$ cat src/design/indexer_pkg.sv
package indexer_pkg;

  // command codes delivered by the ascii front end after address match
  typedef enum logic [3:0] {
    CMD_NOP,
    CMD_SET_HOME_EDGE,
    CMD_SET_BACKUP,
    CMD_SET_APPROACH_DIR,
    CMD_SET_SCAN_PRESERVE,
    CMD_SET_SCAN_MODE,
    CMD_POSITION_REPORT,
    CMD_ZERO_POSITION,
    CMD_BUFFER_PAUSE,
    CMD_CONTINUE,
    CMD_VEL_PROFILE,
    CMD_INSTANT_VELOCITY,
    CMD_GO_HOME,
    CMD_MOVE_ABSOLUTE,
    CMD_STOP,
    CMD_SOFT_RESET
  } cmd_t;

  // widths
  localparam int ARG_W = 32;
  localparam int VEL_W = 16;
  localparam int POS_W = 32;

  // reset values of the setup bits
  localparam logic HOME_EDGE_DEFAULT = 1'b0;
  localparam logic BACKUP_DEFAULT = 1'b0;
  localparam logic APPROACH_DEFAULT = 1'b0;
  localparam logic SCAN_PRESERVE_DEFAULT = 1'b0;

  // signed range of the absolute counter, plus or minus 2^31 - 1
  localparam logic signed [31:0] POS_MAX = 32'sh7FFFFFFF;
  localparam logic signed [31:0] POS_MIN = -32'sh7FFFFFFF;

  // position report layout: asterisk, sign, decimal digits
  localparam int REPORT_DIGITS = 10;
  localparam logic [7:0] CHAR_STAR = 8'h2A;
  localparam logic [7:0] CHAR_PLUS = 8'h2B;
  localparam logic [7:0] CHAR_MINUS = 8'h2D;
  localparam logic [7:0] CHAR_ZERO = 8'h30;

endpackage : indexer_pkg

$ cat src/design/position_formatter.sv
`timescale 1ns/1ps
module position_formatter
  import indexer_pkg::*;
(
  // clock and reset
  input wire logic ref_clk,
  input wire logic rst_n,
  // request
  input wire logic start,
  input wire logic signed [POS_W-1:0] value,
  output logic busy,
  // reply byte stream
  output logic reply_valid,
  output logic [7:0] reply_byte,
  input wire logic reply_ready
);

  typedef enum logic [2:0] {F_IDLE, F_STAR, F_SIGN, F_CALC, F_DIGIT} fmt_state_t;

  typedef struct packed {
    fmt_state_t state;
    logic [31:0] rem;   // magnitude still to print
    logic [3:0] idx;    // power of ten now printed
    logic [3:0] digit;  // running digit value
    logic [7:0] byte_out;
  } fmt_t;

  fmt_t st_reg;
  fmt_t st_next;

  // powers of ten for each digit place
  function automatic logic [31:0] pow10(input logic [3:0] k);
    logic [31:0] p;
    p = 32'h00000001;
    for (int i = 0; i < 9; i++) begin
      if (i < int'(k)) begin
        p = p * 32'h0000000A;
      end
    end
    return p;
  endfunction : pow10

  // digits by repeated subtraction: slow but tiny, and replies are rare
  always_comb begin
    st_next = st_reg;
    unique case (st_reg.state)
      F_IDLE: begin
        if (start) begin
          st_next.rem = value[POS_W-1] ? 32'(-value) : 32'(value);
          st_next.byte_out = CHAR_STAR;
          st_next.idx = 4'(REPORT_DIGITS - 1);
          st_next.state = F_STAR;
        end
      end
      F_STAR: begin
        if (reply_ready) begin
          st_next.byte_out = value[POS_W-1] ? CHAR_MINUS : CHAR_PLUS;
          st_next.state = F_SIGN;
        end
      end
      F_SIGN: begin
        if (reply_ready) begin
          st_next.digit = 4'h0;
          st_next.state = F_CALC;
        end
      end
      F_CALC: begin
        if (st_reg.rem >= pow10(st_reg.idx)) begin
          st_next.rem = st_reg.rem - pow10(st_reg.idx);
          st_next.digit = st_reg.digit + 4'h1;
        end else begin
          st_next.byte_out = CHAR_ZERO + {4'h0, st_reg.digit};
          st_next.state = F_DIGIT;
        end
      end
      F_DIGIT: begin
        if (reply_ready) begin
          if (st_reg.idx == 4'h0) begin
            st_next.state = F_IDLE;
          end else begin
            st_next.idx = st_reg.idx - 4'h1;
            st_next.digit = 4'h0;
            st_next.state = F_CALC;
          end
        end
      end
    endcase
  end

  // state register
  always_ff @(posedge ref_clk) begin
    if (!rst_n) begin
      st_reg <= '{state: F_IDLE, default: '0};
    end else begin
      st_reg <= st_next;
    end
  end

  assign busy = (st_reg.state != F_IDLE);
  assign reply_valid = (st_reg.state == F_STAR) || (st_reg.state == F_SIGN) ||
                       (st_reg.state == F_DIGIT);
  assign reply_byte = st_reg.byte_out;

  a_report_star: assert property (@(posedge ref_clk) disable iff (!rst_n)
    (start && !busy) |=> (reply_valid && reply_byte == CHAR_STAR))
    else $error("report does not open with an asterisk");

endmodule : position_formatter

$ cat src/design/home_seeker.sv
`timescale 1ns/1ps
module home_seeker
  import indexer_pkg::*;
(
  // clock and reset
  input wire logic ref_clk,
  input wire logic rst_n,
  // control
  input wire logic start,
  input wire logic abort,
  input wire logic home_edge_select,
  input wire logic backup_homing_enable,
  input wire logic final_approach_direction,
  // motion feedback
  input wire logic home_active,
  input wire logic motion_stopped,
  // motion requests
  output logic busy,
  output logic move_req,
  output logic move_ccw,
  output logic final_homing_velocity,
  output logic stop_req,
  output logic home_ok
);

  typedef enum logic [1:0] {H_IDLE, H_SEEK, H_DECEL, H_BACK} home_state_t;

  typedef struct packed {
    home_state_t state;
    logic home_prev; // home level one cycle ago, for edge detection
    logic ok;        // one-cycle success pulse
  } home_t;

  home_t st_reg;
  home_t st_next;
  logic hit_entry;
  logic hit_exit;
  logic stop_on_exit;

  // the selected edge is the exit edge when travelling toward its side
  assign stop_on_exit = (final_approach_direction == home_edge_select);
  assign hit_entry = !st_reg.home_prev && home_active;
  assign hit_exit = st_reg.home_prev && !home_active;

  // seek, optional decel and back-off, declare home
  always_comb begin
    st_next = st_reg;
    st_next.home_prev = home_active;
    st_next.ok = 1'b0;
    unique case (st_reg.state)
      H_IDLE: begin
        if (start) begin
          st_next.state = H_SEEK;
        end
      end
      H_SEEK: begin
        if (home_active) begin
          if (backup_homing_enable) begin
            st_next.state = H_DECEL;
          end else begin
            st_next.ok = 1'b1;
            st_next.state = H_IDLE;
          end
        end
      end
      H_DECEL: begin
        if (motion_stopped) begin
          st_next.state = H_BACK;
        end
      end
      H_BACK: begin
        if (stop_on_exit ? hit_exit : hit_entry) begin
          st_next.ok = 1'b1;
          st_next.state = H_IDLE;
        end
      end
    endcase
    if (abort) begin
      st_next.state = H_IDLE;
      st_next.ok = 1'b0;
    end
  end

  // state register
  always_ff @(posedge ref_clk) begin
    if (!rst_n) begin
      st_reg <= '{state: H_IDLE, default: '0};
    end else begin
      st_reg <= st_next;
    end
  end

  assign busy = (st_reg.state != H_IDLE);
  assign move_req = (st_reg.state == H_SEEK) || (st_reg.state == H_BACK);
  // without back-off the seek is itself the final approach
  assign move_ccw = (st_reg.state == H_BACK || !backup_homing_enable) ?
                    final_approach_direction : !final_approach_direction;
  assign final_homing_velocity = (st_reg.state == H_BACK);
  assign stop_req = (st_reg.state == H_DECEL);
  assign home_ok = st_reg.ok;

  a_back_final_dir: assert property (@(posedge ref_clk) disable iff (!rst_n)
    (st_reg.state == H_BACK) |-> (move_ccw == final_approach_direction && final_homing_velocity))
    else $error("back-off not in the final approach direction");

  a_no_backup_ok: assert property (@(posedge ref_clk) disable iff (!rst_n)
    (st_reg.state == H_SEEK && home_active && !backup_homing_enable && !abort) |=> home_ok)
    else $error("plain homing did not finish on the home level");

endmodule : home_seeker

$ cat src/design/indexer_command_core.sv
`timescale 1ns/1ps
// Operation
// home edge select: 0 CW side, 1 CCW
// CW edge nearest CW limit, CCW likewise
// edge select only matters with back-off homing
// scan mode kept on stop only if preserve
// host guards against unintended runs after stop
// position report: asterisk, sign, decimal steps
// signed counter within 2^31-1, overrun invalidates
// zero on reset, zero command, soft reset, home
// absolute moves measured from current zero
// pause stalls execution until continue arrives
// velocity profiling entered with 1, left with 0
// profiling applies velocity directly, no ramp
// instant velocity is hex units per second
// leaving profiling mode stops the motor
// back-off: stop, reverse at final velocity, home
// final approach direction: 0 CW, 1 CCW
// sticky overflow flag, cleared when counter zeroed
module indexer_command_core
  import indexer_pkg::*;
(
  // clock and reset
  input wire logic ref_clk,
  input wire logic rst_n,
  // decoded command in
  input wire logic cmd_valid,
  input wire cmd_t cmd_code,
  input wire logic [ARG_W-1:0] cmd_arg,
  output logic cmd_ready,
  // reply byte stream out
  output logic reply_valid,
  output logic [7:0] reply_byte,
  input wire logic reply_ready,
  // motor feedback
  input wire logic step_pulse,
  input wire logic step_ccw,
  input wire logic home_active,
  input wire logic motion_stopped,
  input wire logic stop_done,
  // setup and mode status
  output logic home_edge_select,
  output logic backup_homing_enable,
  output logic final_approach_direction,
  output logic scan_preserve_on_stop,
  output logic sequence_scan_mode,
  output logic buffer_paused,
  output logic exec_enable,
  output logic vel_profile_mode,
  // motion requests
  output logic [VEL_W-1:0] instant_velocity_command,
  output logic instant_velocity_load,
  output logic motor_stop,
  output logic move_go,
  output logic signed [POS_W-1:0] move_steps,
  output logic home_move_req,
  output logic home_move_ccw,
  output logic final_homing_velocity,
  output logic home_busy,
  // position
  output logic signed [POS_W-1:0] position_count,
  output logic position_invalid
);

  typedef struct packed {
    logic home_edge;           // home edge select setting
    logic backup;              // back-off homing setting
    logic approach;            // final approach direction setting
    logic preserve;            // keep scan mode on stop
    logic scan;                // sequence scan mode
    logic paused;              // buffer paused
    logic vel_mode;            // velocity profiling mode
    logic [VEL_W-1:0] vel;     // last instant velocity
    logic vel_load;            // one-cycle load strobe
    logic stopping;            // stop issued, waiting on completion
    logic stop_pulse;          // one-cycle stop request
    logic go_pulse;            // one-cycle move start
    logic signed [POS_W-1:0] steps;
    logic signed [POS_W-1:0] pos;
    logic invalid;             // sticky overrun flag
  } core_t;

  core_t st_reg;
  core_t st_next;
  logic cmd_take;
  logic fmt_busy;
  logic fmt_start;
  logic home_start;
  logic home_abort;
  logic home_ok;
  logic home_stop_req;
  logic zero_now;
  logic step_up;
  logic step_down;

  // reset image, also loaded by the soft reset command
  function automatic core_t reset_state();
    core_t s;
    s = '0;
    s.home_edge = HOME_EDGE_DEFAULT;
    s.backup = BACKUP_DEFAULT;
    s.approach = APPROACH_DEFAULT;
    s.preserve = SCAN_PRESERVE_DEFAULT;
    return s;
  endfunction : reset_state

  // commands that execute in order from the buffer and so obey a pause
  function automatic logic is_buffered(input cmd_t c);
    return !(c == CMD_CONTINUE || c == CMD_STOP || c == CMD_SOFT_RESET ||
             c == CMD_NOP);
  endfunction : is_buffered

  // a paused buffer holds its head; stop, reset and continue still pass
  assign cmd_ready = !fmt_busy &&
                     !(st_reg.paused && is_buffered(cmd_code));
  assign cmd_take = cmd_valid && cmd_ready;
  assign fmt_start = cmd_take && (cmd_code == CMD_POSITION_REPORT);
  assign home_start = cmd_take && (cmd_code == CMD_GO_HOME);
  assign home_abort = cmd_take && (cmd_code == CMD_STOP || cmd_code == CMD_SOFT_RESET);

  // every path but rst_n that zeroes the counter; a step in the same cycle is dropped
  assign zero_now = home_ok || (cmd_take && (cmd_code == CMD_ZERO_POSITION ||
                                             cmd_code == CMD_SOFT_RESET));
  assign step_up = step_pulse && !step_ccw;
  assign step_down = step_pulse && step_ccw;

  // command execution and position tracking
  always_comb begin
    st_next = st_reg;
    st_next.vel_load = 1'b0;
    st_next.stop_pulse = 1'b0;
    st_next.go_pulse = 1'b0;
    if (cmd_take) begin
      unique case (cmd_code)
        CMD_SET_HOME_EDGE: st_next.home_edge = cmd_arg[0];
        CMD_SET_BACKUP: st_next.backup = cmd_arg[0];
        CMD_SET_APPROACH_DIR: st_next.approach = cmd_arg[0];
        CMD_SET_SCAN_PRESERVE: st_next.preserve = cmd_arg[0];
        CMD_SET_SCAN_MODE: st_next.scan = cmd_arg[0];
        CMD_BUFFER_PAUSE: st_next.paused = 1'b1;
        CMD_CONTINUE: st_next.paused = 1'b0;
        CMD_VEL_PROFILE: begin
          st_next.vel_mode = cmd_arg[0];
          if (!cmd_arg[0] && st_reg.vel_mode) begin
            st_next.stop_pulse = 1'b1;
            st_next.vel = '0;
          end
        end
        CMD_INSTANT_VELOCITY: begin
          // binary value of the hex digits, units per second
          if (st_reg.vel_mode) begin
            st_next.vel = cmd_arg[VEL_W-1:0];
            st_next.vel_load = 1'b1;
          end
        end
        CMD_MOVE_ABSOLUTE: begin
          // distance from here to the target, both against the current zero
          st_next.steps = $signed(cmd_arg) - st_reg.pos;
          st_next.go_pulse = 1'b1;
        end
        CMD_STOP: begin
          st_next.stop_pulse = 1'b1;
          st_next.stopping = 1'b1;
          st_next.vel_mode = 1'b0;
        end
        CMD_SOFT_RESET: st_next = reset_state();
        default: begin
        end
      endcase
    end
    // scan mode cleared once the stop has finished, unless preserved
    if (st_reg.stopping && stop_done) begin
      st_next.stopping = 1'b0;
      if (!st_reg.preserve) begin
        st_next.scan = 1'b0;
      end
    end
    // position: zeroing wins over a coincident step
    if (zero_now) begin
      st_next.pos = '0;
      st_next.invalid = 1'b0;
    end else if (step_up) begin
      if (st_reg.pos == POS_MAX) begin
        st_next.pos = POS_MIN;
        st_next.invalid = 1'b1;
      end else begin
        st_next.pos = st_reg.pos + 32'sh1;
      end
    end else if (step_down) begin
      if (st_reg.pos == POS_MIN) begin
        st_next.pos = POS_MAX;
        st_next.invalid = 1'b1;
      end else begin
        st_next.pos = st_reg.pos - 32'sh1;
      end
    end
  end

  // state register, synchronous reset also zeroes the counter
  always_ff @(posedge ref_clk) begin
    if (!rst_n) begin
      st_reg <= reset_state();
    end else begin
      st_reg <= st_next;
    end
  end

  // decimal reply generator
  position_formatter u_formatter (
    .ref_clk(ref_clk),
    .rst_n(rst_n),
    .start(fmt_start),
    .value(st_reg.pos),
    .busy(fmt_busy),
    .reply_valid(reply_valid),
    .reply_byte(reply_byte),
    .reply_ready(reply_ready)
  );

  // homing sequencer
  home_seeker u_home (
    .ref_clk(ref_clk),
    .rst_n(rst_n),
    .start(home_start),
    .abort(home_abort),
    .home_edge_select(st_reg.home_edge),
    .backup_homing_enable(st_reg.backup),
    .final_approach_direction(st_reg.approach),
    .home_active(home_active),
    .motion_stopped(motion_stopped),
    .busy(home_busy),
    .move_req(home_move_req),
    .move_ccw(home_move_ccw),
    .final_homing_velocity(final_homing_velocity),
    .stop_req(home_stop_req),
    .home_ok(home_ok)
  );

  // outputs
  assign home_edge_select = st_reg.home_edge;
  assign backup_homing_enable = st_reg.backup;
  assign final_approach_direction = st_reg.approach;
  assign scan_preserve_on_stop = st_reg.preserve;
  assign sequence_scan_mode = st_reg.scan;
  assign buffer_paused = st_reg.paused;
  assign exec_enable = !st_reg.paused;
  assign vel_profile_mode = st_reg.vel_mode;
  assign instant_velocity_command = st_reg.vel;
  assign instant_velocity_load = st_reg.vel_load;
  assign motor_stop = st_reg.stop_pulse || home_stop_req;
  assign move_go = st_reg.go_pulse;
  assign move_steps = st_reg.steps;
  assign position_count = st_reg.pos;
  assign position_invalid = st_reg.invalid;

  a_zero_clears_pos: assert property (@(posedge ref_clk) disable iff (!rst_n)
    (cmd_take && cmd_code == CMD_ZERO_POSITION) |=> (position_count == 0 && !position_invalid))
    else $error("zero command left the counter or flag set");

  a_home_zeroes: assert property (@(posedge ref_clk) disable iff (!rst_n)
    home_ok |=> (position_count == 0))
    else $error("successful homing did not zero the counter");

  a_pause_holds: assert property (@(posedge ref_clk) disable iff (!rst_n)
    (buffer_paused && cmd_valid && cmd_code == CMD_ZERO_POSITION) |-> !cmd_ready)
    else $error("buffered command taken while paused");

  a_vel_exit_stop: assert property (@(posedge ref_clk) disable iff (!rst_n)
    (cmd_take && cmd_code == CMD_VEL_PROFILE && !cmd_arg[0] && vel_profile_mode)
    |=> (motor_stop && !vel_profile_mode) ##1 !instant_velocity_load)
    else $error("leaving profiling mode did not stop the motor");

  a_vel_direct: assert property (@(posedge ref_clk) disable iff (!rst_n)
    (cmd_take && cmd_code == CMD_INSTANT_VELOCITY && vel_profile_mode)
    |=> (instant_velocity_load && instant_velocity_command == $past(cmd_arg[VEL_W-1:0])))
    else $error("instant velocity not applied on the next cycle");

  a_scan_cleared: assert property (@(posedge ref_clk) disable iff (!rst_n)
    (st_reg.stopping && stop_done && !scan_preserve_on_stop && !cmd_take) |=> !sequence_scan_mode)
    else $error("scan mode survived a stop without preserve");

  a_scan_kept: assert property (@(posedge ref_clk) disable iff (!rst_n)
    (st_reg.stopping && stop_done && scan_preserve_on_stop && sequence_scan_mode && !cmd_take)
    |=> sequence_scan_mode)
    else $error("scan mode lost on stop despite preserve");

  a_overrun_sticky: assert property (@(posedge ref_clk) disable iff (!rst_n)
    (position_count == POS_MAX && step_up && !zero_now)
    |=> (position_invalid && position_count == POS_MIN) ##1 (position_invalid || $past(zero_now)))
    else $error("overrun not flagged or flag not sticky");

  a_abs_from_zero: assert property (@(posedge ref_clk) disable iff (!rst_n)
    (cmd_take && cmd_code == CMD_MOVE_ABSOLUTE)
    |=> (move_go && move_steps == $past($signed(cmd_arg) - position_count)))
    else $error("absolute move not measured from current zero");

endmodule : indexer_command_core

$ cat config.mk
export PLATFORM = sky130hd
export DESIGN_NAME = indexer_command_core
export DESIGN_NICKNAME = d
export VERILOG_FILES = /design/src/design/indexer_pkg.sv /design/src/design/position_formatter.sv /design/src/design/home_seeker.sv /design/src/design/indexer_command_core.sv
export SDC_FILE = /design/constraint.sdc
export NUM_CORES = 1
export LEC_CHECK = 0
export BUFFER_PORTS_ARGS = -buffer_cell sky130_fd_sc_hd__buf_4
export CORE_UTILIZATION = 60
export CTS_CLUSTER_SIZE = 14
export DETAILED_ROUTE_END_ITERATION = 16
export GPL_TIMING_DRIVEN = 0
export PLACE_DENSITY_LB_ADDON = 0.12
export SKIP_CTS_REPAIR_TIMING = 1
export SYNTH_ARGS = -nofsm -noshare
export SYNTH_HDL_FRONTEND = slang
export SYNTH_HIERARCHICAL = 1
export SYNTH_SLANG_ARGS = --single-unit
$ cat constraint.sdc
create_clock -name ref_clk -period 37.4 [get_ports ref_clk]
set_clock_uncertainty 0.2 [all_clocks]
set_input_delay 7.48 -clock ref_clk [delete_from_list [all_inputs] [get_ports ref_clk]]
set_output_delay 7.48 -clock ref_clk [all_outputs]
set_load 0.01 [all_outputs]
# Word-level counts from Yosys, hierarchy flattened

Cells that the tools add are included.

Bits in registers: 147
Input bits: 45
Output and inout port bits: 106
Logic and storage cells: 276

Add/subtract/negate cells: 8
$mul: 16
Order comparisons: 10
Equal/unequal tests: 38
Mux-type cells: 102
Bitwise operators: 1
Reduce and logical (&&, ||, !) cells: 78

Operators by type and width:

| kind                  | number |
|---|---|
| $mux 32               | 47 |
| $mul 32x3->31 const B | 16 |
| $mux 33               | 3 |
| $mux 88               | 1 |
| $pmux 33 s2           | 1 |
| $eq 32x32->1 const B  | 2 |
| $pmux 32 s2           | 1 |
| $sub 32x32->32        | 2 |
| $pmux 16 s3           | 1 |
| $mux 8                | 5 |
| $mux 39               | 1 |
| $add 32x2->32 const B | 1 |
| $eq 4x4->1 const B    | 8 |
| $ge 32x32->1          | 1 |
| $neg 32->32           | 1 |
| $sub 32x2->32 const B | 1 |
| $pmux 8 s3            | 1 |
| $ne 2x2->1 const B    | 11 |
| $reduce_bool 2->1     | 11 |
| $pmux 1 s2            | 10 |
| $reduce_and 2->1      | 10 |
| $reduce_bool 3->1     | 6 |
| $mux 17               | 1 |
| $eq 4x3->1 const B    | 4 |
| other kinds (36)      | 107 |

# Depth between registers and ports, before layout

Gate-level depths: netlist of run 1.

Depth in word-level cells: 65
Gate-level depth with buffers: 77
Gate-level depth less buffers: 72

# Cells and area by module

The synthesis of run 1 kept the hierarchy.

By module, submodules not included:

| module               | instances | cells each | area an instance (um2) | seq. area each (um2) |
|---|---|---|---|---|
| position_formatter   | 1         | 1778       | 13168.9                | 980.9 |
| indexer_command_core | 1         | 968        | 7095.6                 | 1841.8 |
| home_seeker          | 1         | 31         | 272.8                  | 80.1 |

# Least setup slack after synthesis of run 1

Ideal clock, no wire load.

Kind: input port to output port
Start point: input cmd_code[0]
End point: output cmd_ready
Arrival: 8032 ps
Required time: 29720 ps
Slack: 21688 ps
Cell stages on the path: 3
Path buffers: 0
Cell sequence: xnor2_1 nand2_1 a31oi_1

Word-level cells in the longest chain between the ends: 8
Elaborated cells on any way between the ends: 11
Those cells by class: eq/ne (3); reduce/logical (8)

RTL lines:

| item                          | RTL line                    | source |
|---|---|---|
| start: declaration            | indexer_command_core.sv:28  | `input wire cmd_t cmd_code,` |
| $eq 4x4->1                    | indexer_command_core.sv:109 | `return !(c == CMD_CONTINUE \|\| c == CMD_STOP \|\| c == CMD_SOFT_RESET \|\|` |
| $logic_or 1x1->1 (2 in a row) | indexer_command_core.sv:109 |  |
| $logic_or 1x1->1 *            | indexer_command_core.sv:109 |  |
| $logic_not 1->1 *             | indexer_command_core.sv:109 |  |
| $logic_and 1x1->1 *           | indexer_command_core.sv:115 | `!(st_reg.paused && is_buffered(cmd_code));` |
| $logic_not 1->1 *             | indexer_command_core.sv:115 |  |
| $logic_and 1x1->1 *           | indexer_command_core.sv:114 | `assign cmd_ready = !fmt_busy &&` |
| end: declaration              | indexer_command_core.sv:30  | `output logic cmd_ready,` |

Mark *: on every way between the ends. The rest lies on a longest branch, timed or not.

# Final worst setup path of run 1

Start point: register u_formatter/st_reg[15] (netlist bit)
End point: register u_formatter/st_reg[41] (netlist bit)

Word-level cells in the longest chain between the ends: 39
Elaborated cells on any way between the ends: 75
Those cells by class: add/sub (1); mul (16); order compare (10); eq/ne (1); mux (46); reduce/logical (1)

RTL lines:

| item                     | RTL line                 | source |
|---|---|---|
| start: declaration       | position_formatter.sv:28 | `fmt_t st_reg;` |
| start signal: assignment | position_formatter.sv:95 | `st_reg <= st_next;` |
| $lt 1x4->1               | position_formatter.sv:36 | `if (i < int'(k)) begin` |
| $mux 4                   | position_formatter.sv:36 |  |
| $mux 32                  | position_formatter.sv:68 | `if (st_reg.rem >= pow10(st_reg.idx)) begin` |
| $mux 32                  | position_formatter.sv:46 | `unique case (st_reg.state)` |
| $mul 32x3->31            | position_formatter.sv:37 | `p = p * 32'h0000000A;` |
| $mux 32                  | position_formatter.sv:36 |  |
| $mux 32                  | position_formatter.sv:68 |  |
| $mux 32                  | position_formatter.sv:46 |  |
| [23 not listed]          | n/a                      |  |
| $mux 32                  | position_formatter.sv:46 |  |
| $mul 32x3->31            | position_formatter.sv:37 |  |
| $mux 32                  | position_formatter.sv:36 |  |
| $mux 32                  | position_formatter.sv:68 |  |
| $mux 32                  | position_formatter.sv:46 |  |
| $sub 32x32->32           | position_formatter.sv:69 | `st_next.rem = st_reg.rem - pow10(st_reg.idx);` |
| $mux 32                  | position_formatter.sv:68 |  |
| $pmux 32 s2              | position_formatter.sv:46 |  |

Parallel ways exist; a longest one is shown, timed or not. The select of a mux whose other input is x is not followed.
A chain may end at the register's enable or synchronous reset.

==> results of run 1 <==
layer usage:
metal | track usage, % | vias up
li1 | - | 10450
met1 | 44.76 | 10240
met2 | 67.47 | 1018
met3 | 4.371 | 258
met4 | 23.36 | 0
met5 | 0 | -
logic make-up (layout without fill, tap and decap cells):
group / count (synthesis) / count (layout)
adder cells (fa/ha/maj): 306 / 306
flip-flops: 145 / 145
buffers and inverters: 334 / 512
AND/OR/NAND/NOR: 912 / 912
multiplexers: 51 / 51
AO/OA/AOI/OAI: 861 / 861
XOR/XNOR: 167 / 167
other: 1 / 2
how the worst max path moves through the flow:
stage                            from  cells after the start  slack, ns                endpoint
6_report       u_formatter/st_reg[15]                     67      18.60  u_formatter/st_reg[41]
4_1_cts        u_formatter/st_reg[15]                     67      18.90  u_formatter/st_reg[41]
5_1_grt        u_formatter/st_reg[15]                     67      17.46  u_formatter/st_reg[41]
3_5_place_dp   u_formatter/st_reg[15]                     67      18.97  u_formatter/st_reg[41]
2_1_floorplan             cmd_code[0]                      3      21.69               cmd_ready
3_3_place_gp   u_formatter/st_reg[15]                     67      19.19  u_formatter/st_reg[41]
worst max-delay path: cells and delay by family (launching register included):
family	cells	cell delay (ns)
and+or+nand+nor	15	3.63
muxes	3	1.25
AOI/OAI and AO/OA	22	5.98
DFF	1	0.40
buffers and inverters	8	2.16
adders and majority gates	15	4.70
xor gates and xnor gates	4	0.39
placed cells by master, fill, tap and decap left out, types with 11 or more instances in the layout:
cell and n:
a22oi_1 22, nand4_1 24, nor2_1 196, nand3_1 82, clkbuf_1 96, nand2b_1 31
buf_4 235, nor4_1 21, nor3_1 88, mux2i_1 21, o21ai_0 155, inv_1 127
a21oi_1 242, xor2_1 63, ha_1 297, nor2b_1 46, a21o_1 68, clkbuf_16 17
or4_1 11, nand2_1 268, dfxtp_1 145, o31ai_1 32, o21bai_1 20, xnor2_1 104
mux2_2 28, o21a_1 38, and3_1 32, o21ai_1 19, o211ai_1 36, and2_1 27
a211oi_1 41, or3_1 29, a31oi_1 39, a211o_1 12
area by class of cell:
class                      count  area (µm²)
buffer                       202        1139
clock buffer                  18       439.2
clock inverter                14       162.7
fill                        3007       10820
inverter                     132       495.5
multi-input combinational   2299       16000
sequential                   145        2903
tap                          448       560.5
timing repair buffer         146        1096
power breakdown:
group          switching, mW  internal [mW]
combinational          0.176          0.115
clock                 0.0812         0.0972
sequential            0.0120          0.160
total                  0.270          0.372
stage by stage:
step / total power [mW] / utilization (%) / hold WS, ns / std cells / setup slack (ns)
global placement: 0.4490 / 66.03 / 0.2305 / 3372 / 19.19
floorplan: 0.3780 / - / 0.2168 / 2778 / 21.69
CTS: 0.6350 / 67.82 / 0.2510 / 3404 / 18.90
finish: 0.6420 / 67.82 / 0.2492 / 3404 / 18.60
global route: 0.6765 / 67.82 / 0.2706 / 3404 / 17.46
detailed placement: 0.4570 / 66.03 / 0.2401 / 3372 / 18.97
==> flow_metrics.tcl, run 1 <==
set metrics [dict create \
    synth_area_um2 20540 \
    grt_usage_pct 38.42 \
    ir_drop_mv 0.03333 \
    routedWlPerCell_um 20.18 \
    vias 21970 \
    die_width_um 187.0 \
    synthDistinctLibCells 101 \
    synth-simple-area-share_pct 21.89 \
    power_density_nw_per_um2 28.16 \
    max_freq_mhz 53.19 \
    drv_slew 0 \
    ys_seq_area_share_pct 14.13 \
    min_period_ns 18.80 \
    async_reset_ff_share_pct 0 \
    gp_congestion 1.050 \
    grt_pass1_vias 21010 \
    slew_headroom_pct 35.87 \
    start_kind "flip-flop" \
    critPathArrivalTime_ns 18.97 \
    muxShareOfSynthArea_pct 2.681 \
    hold_path_end "move_steps[10]" \
    drt-total-wl_um 68690 \
    drc 0 \
    yosysTopAreaCell "ha_1" \
    portBuffers 146 \
    leakagePower_nw 10.91 \
    design_area_um2 22800 \
    cp_common_cell "ha_1" \
    tns_ns 0 \
    rsz0062_at_grt "false" \
    largest_register_ffs 43 \
    synth_common_cells "ha_1 (297), nand2_1 (268), a21oi_1 (242)" \
    ios 151 \
    viasPerCell 6.454 \
    path_class "reg -> reg" \
    finalCritPeriodShare_pct 50.27 \
    status "finished clean" \
    layout.nets 3294 \
    start_util_pct 61.09 \
    die_area_um2 34970 \
    cap_viol_max_count 0 \
    grt_overflow_total 0 \
    cts_tree "built" \
    tightest_slew_ns 0.9546 \
    crit_path_end_kind "flip-flop" \
    grt_start_max_net_pins 17 \
    syn_inst 2777 \
    antenna_found_initial 0 \
    worstReg2RegEnd "u_formatter/st_reg[41]" \
    clkTransAtPathRegs_ns 0.07 \
    synth_top_family_by_area "compound AO/OA/AOI/OAI gates" \
    critical-path-slowest-cell "mux2i_1" \
    ys.flop_type "dfxtp_1" \
    synth_fa_ha_area_share_pct 18.97 \
    netlist.area_leader.share_pct 18.09 \
    placed_cell_area_um2 22200 \
    root_buffer "clkbuf_16" \
    clk-insertion-delay-late_ns 0.45 \
    drive_gt1_share_pct 12.25 \
    yosysMostFrequentCell "ha_1" \
    slowest_delay_ns 0.63 \
    synth-xor-area-share_pct 7.122 \
    ys_seq_elements 145 \
    cp.required_ns 37.57 \
    cts_inserted_buffers 17 \
    synth_compound_area_share_pct 27.23 \
    min_from "move_steps[10]" \
    ff2ff_path_depth 67 \
    fp-row-count 67 \
    ys_warn_count 6 \
    met1Wirelength_um 27240 \
    finalSetupViolCount 0 \
    hpwl_um 54560 \
    cts_max_level 4 \
    r2r-start "u_formatter/st_reg[15]" \
    met2WireLength_um 32870 \
    detail-route-antenna-nets 0 \
    hold_viol 0 \
    min_path_cells 2 \
    drt-initial-drc-count 2204 \
    wl_met3_um 4361 \
    top_layer_used "met4" \
    synth.avg_cell_area_um2 7.395 \
    hp-class "reg -> reg" \
    reg2reg_slack_ns 18.60 \
    syn_to_final_growth_pct 11.02 \
    grt_pass1_wl_um 109000 \
    core_um2 33620 \
    ctsLongestPathBuffers 2 \
    yosys-top-cells-area "ha_1 (18%), dfxtp_1 (14%), a21oi_1 (5.9%)" \
    die_h_um 187.0 \
    diodes 0 \
    synth_edf_count 0 \
    crit_fanout 10 \
    drt_first_pass_iters 7 \
    clkSinkCount 145 \
]
(Power assumes the default switching activity.)
==> inputs of run 2 (changes only) <==
--- a/config.mk
+++ b/config.mk
@@ -5,6 +5,7 @@
 export SDC_FILE = /design/constraint.sdc
 export NUM_CORES = 1
 export LEC_CHECK = 0
+export ABC_AREA = 1
 export BUFFER_PORTS_ARGS = -buffer_cell sky130_fd_sc_hd__buf_4
 export CORE_UTILIZATION = 60
 export CTS_CLUSTER_SIZE = 14
==> constraint.sdc (replaced) <==
create_clock -name ref_clk -period 18.6 [get_ports ref_clk]
set_clock_uncertainty 0.2 [all_clocks]
set_input_delay 3.72 -clock ref_clk [delete_from_list [all_inputs] [get_ports ref_clk]]
set_output_delay 3.72 -clock ref_clk [all_outputs]
set_load 0.01 [all_outputs]
==> flow_metrics.tcl, run 2 <==
set metrics [dict create \
    status "finished clean" \
    clk-insertion-delay-late_ns 0.45 \
    fin_util_pct 67.22 \
    synthDistinctLibCells 70 \
    start_util_pct 61.01 \
    vias 26040 \
    synth_area_um2 23030 \
    detail-route-antenna-nets 0 \
    ios 151 \
    syn_to_final_growth_pct 10.17 \
    cts_tree "built" \
    slowest_delay_ns 0.39 \
    drc 0 \
    design_area_um2 25380 \
    async_reset_ff_share_pct 0 \
    portBuffers 148 \
    grt_pass1_wl_um 120400 \
    grt_pass1_vias 23950 \
    cts_inserted_buffers 17 \
    cp_common_cell "ha_1" \
    fp-row-count 71 \
    core_um2 37760 \
    hp-class "reg -> reg" \
    min_period_ns 15.59 \
    rsz0062_at_grt "false" \
    multiInputGateArea_um2 17150 \
    ctsLongestPathBuffers 2 \
    drt_first_pass_iters 7 \
    clkSinkCount 145 \
    crit_fanout 10 \
    yosysMostFrequentCell "nand2_1" \
    ff2ff_path_depth 76 \
    ys_seq_elements 145 \
    start_kind "flip-flop" \
    hold_path_end "u_formatter/reply_byte[3]" \
    grt_overflow_total 0 \
    ys_seq_area_share_pct 12.60 \
    largest_register_ffs 43 \
    finalSetupViolCount 0 \
    drt-initial-drc-count 2072 \
    synth_common_cells "nand2_1 (1,106), inv_1 (495), nor2_1 (400)" \
    root_buffer "clkbuf_16" \
    antenna_found_initial 0 \
    cts_max_level 4 \
    worstReg2RegEnd "u_formatter/st_reg[27]" \
    ys.flop_type "dfxtp_1" \
    hold_viol 0 \
    min_path_cells 2 \
    routedWlPerCell_um 16.59 \
    die_area_um2 39180 \
    viasPerCell 5.625 \
    min_from "u_formatter/reply_byte[3]" \
    die_h_um 197.9 \
    layout.nets 4455 \
    grt_usage_pct 38.81 \
    path_class "reg -> reg" \
    seq_area_um2 2903 \
    final_common_cell "nand2_1" \
    synth_edf_count 0 \
    synth.avg_cell_area_um2 5.852 \
    critical-path-slowest-cell "a31oi_1" \
    drive_gt1_share_pct 9.789 \
    grt_start_max_net_pins 17 \
    ys_warn_count 6 \
    tns_ns 0 \
    clkTransAtPathRegs_ns 0.06 \
    fillers 3713 \
    yosys-top-cells-area "nand2_1 (18%), ha_1 (16%), dfxtp_1 (13%)" \
    netlist.area_leader.share_pct 18.02 \
    syn_inst 3936 \
    placed_cell_area_um2 24790 \
    r2r-start "u_formatter/st_reg[12]" \
    critPathArrivalTime_ns 15.74 \
    slew_headroom_pct 50.94 \
    reg2reg_slack_ns 3.01 \
    finalCritPeriodShare_pct 83.83 \
    yosysTopAreaCell "nand2_1" \
    tightest_slew_ns 0.7359 \
    crit_path_end_kind "flip-flop" \
    max_freq_mhz 64.13 \
    drt-total-wl_um 76780 \
    die_width_um 197.9 \
    cp.required_ns 18.74 \
    cap_viol_max_count 0 \
    drv_slew 0 \
    gp_congestion 1.024 \
    hpwl_um 62870 \
    layout_common_cells "nand2_1 (1,106), inv_1 (495), nor2_1 (400)" \
]
## run 2: routing by layer
| metal | track usage, % | part of all wire [%] |
|---|---|---|
| met4 | 20.24 | 5.3 |
| met3 | 4.139 | 6.6 |
| met2 | 67.83 | 47 |
| met5 | 0 | 0 |
| met1 | 46.76 | 41 |
## run 2: critical path, delay by kind of cell, from the launching register on
kind            cells  cell delay, ns
flops               1            0.34
compound gates     24            4.88
simple gates       22            3.31
buf+inv            10            1.30
xor+xnor            5            0.71
fa+ha+maj          15            4.73
## run 2: how the worst max path moves through the flow
stage	start	end	slack (ns)
floorplan	u_formatter/st_reg[12]	u_formatter/st_reg[42]	5.95
global placement	u_formatter/st_reg[12]	u_formatter/st_reg[24]	3.40
detailed placement	u_formatter/st_reg[12]	u_formatter/st_reg[27]	3.27
CTS	u_formatter/st_reg[12]	u_formatter/st_reg[27]	3.21
global route	u_formatter/st_reg[12]	u_formatter/st_reg[27]	1.67
finish	u_formatter/st_reg[12]	u_formatter/st_reg[27]	3.01
## run 2: cells by family after synthesis
| kind of cell | Yosys count | synth area share [%] |
|---|---|---|
| AND/OR/NAND/NOR | 2047 | 38.01 |
| buffers and inverters | 685 | 12.98 |
| AO/OA/AOI/OAI | 657 | 15.86 |
| adder cells (fa/ha/maj) | 306 | 16.91 |
| flip-flops | 145 | 12.60 |
| XOR/XNOR | 93 | 3.536 |
| multiplexers | 2 | 0.08691 |
| other | 1 | 0.01628 |
## run 2: layout make-up
type	instances	share of cell area (%)
clock buffer	17	1.676
multi-input combinational	3107	67.56
clock inverter	15	0.6360
buffer	163	4.048
tap	511	2.519
antenna	1	0.009860
sequential	145	11.44
timing repair buffer	148	4.378
inverter	522	7.731
## run 2: per-stage QoR
stage | hold WS, ns | worst slack, ns | cells
after floorplan | 0.2287 | 5.945 | 3937
after global placement | 0.2377 | 3.396 | 4596
after detailed placement | 0.2531 | 3.271 | 4596
after CTS | 0.2625 | 3.211 | 4628
after global routing | 0.2758 | 1.670 | 4628
final | 0.2605 | 3.007 | 4629
Power of run 2 is left out: the tool's default activity adds up to more than one toggle a clock period on the data nets, which glitch-free logic cannot reach.
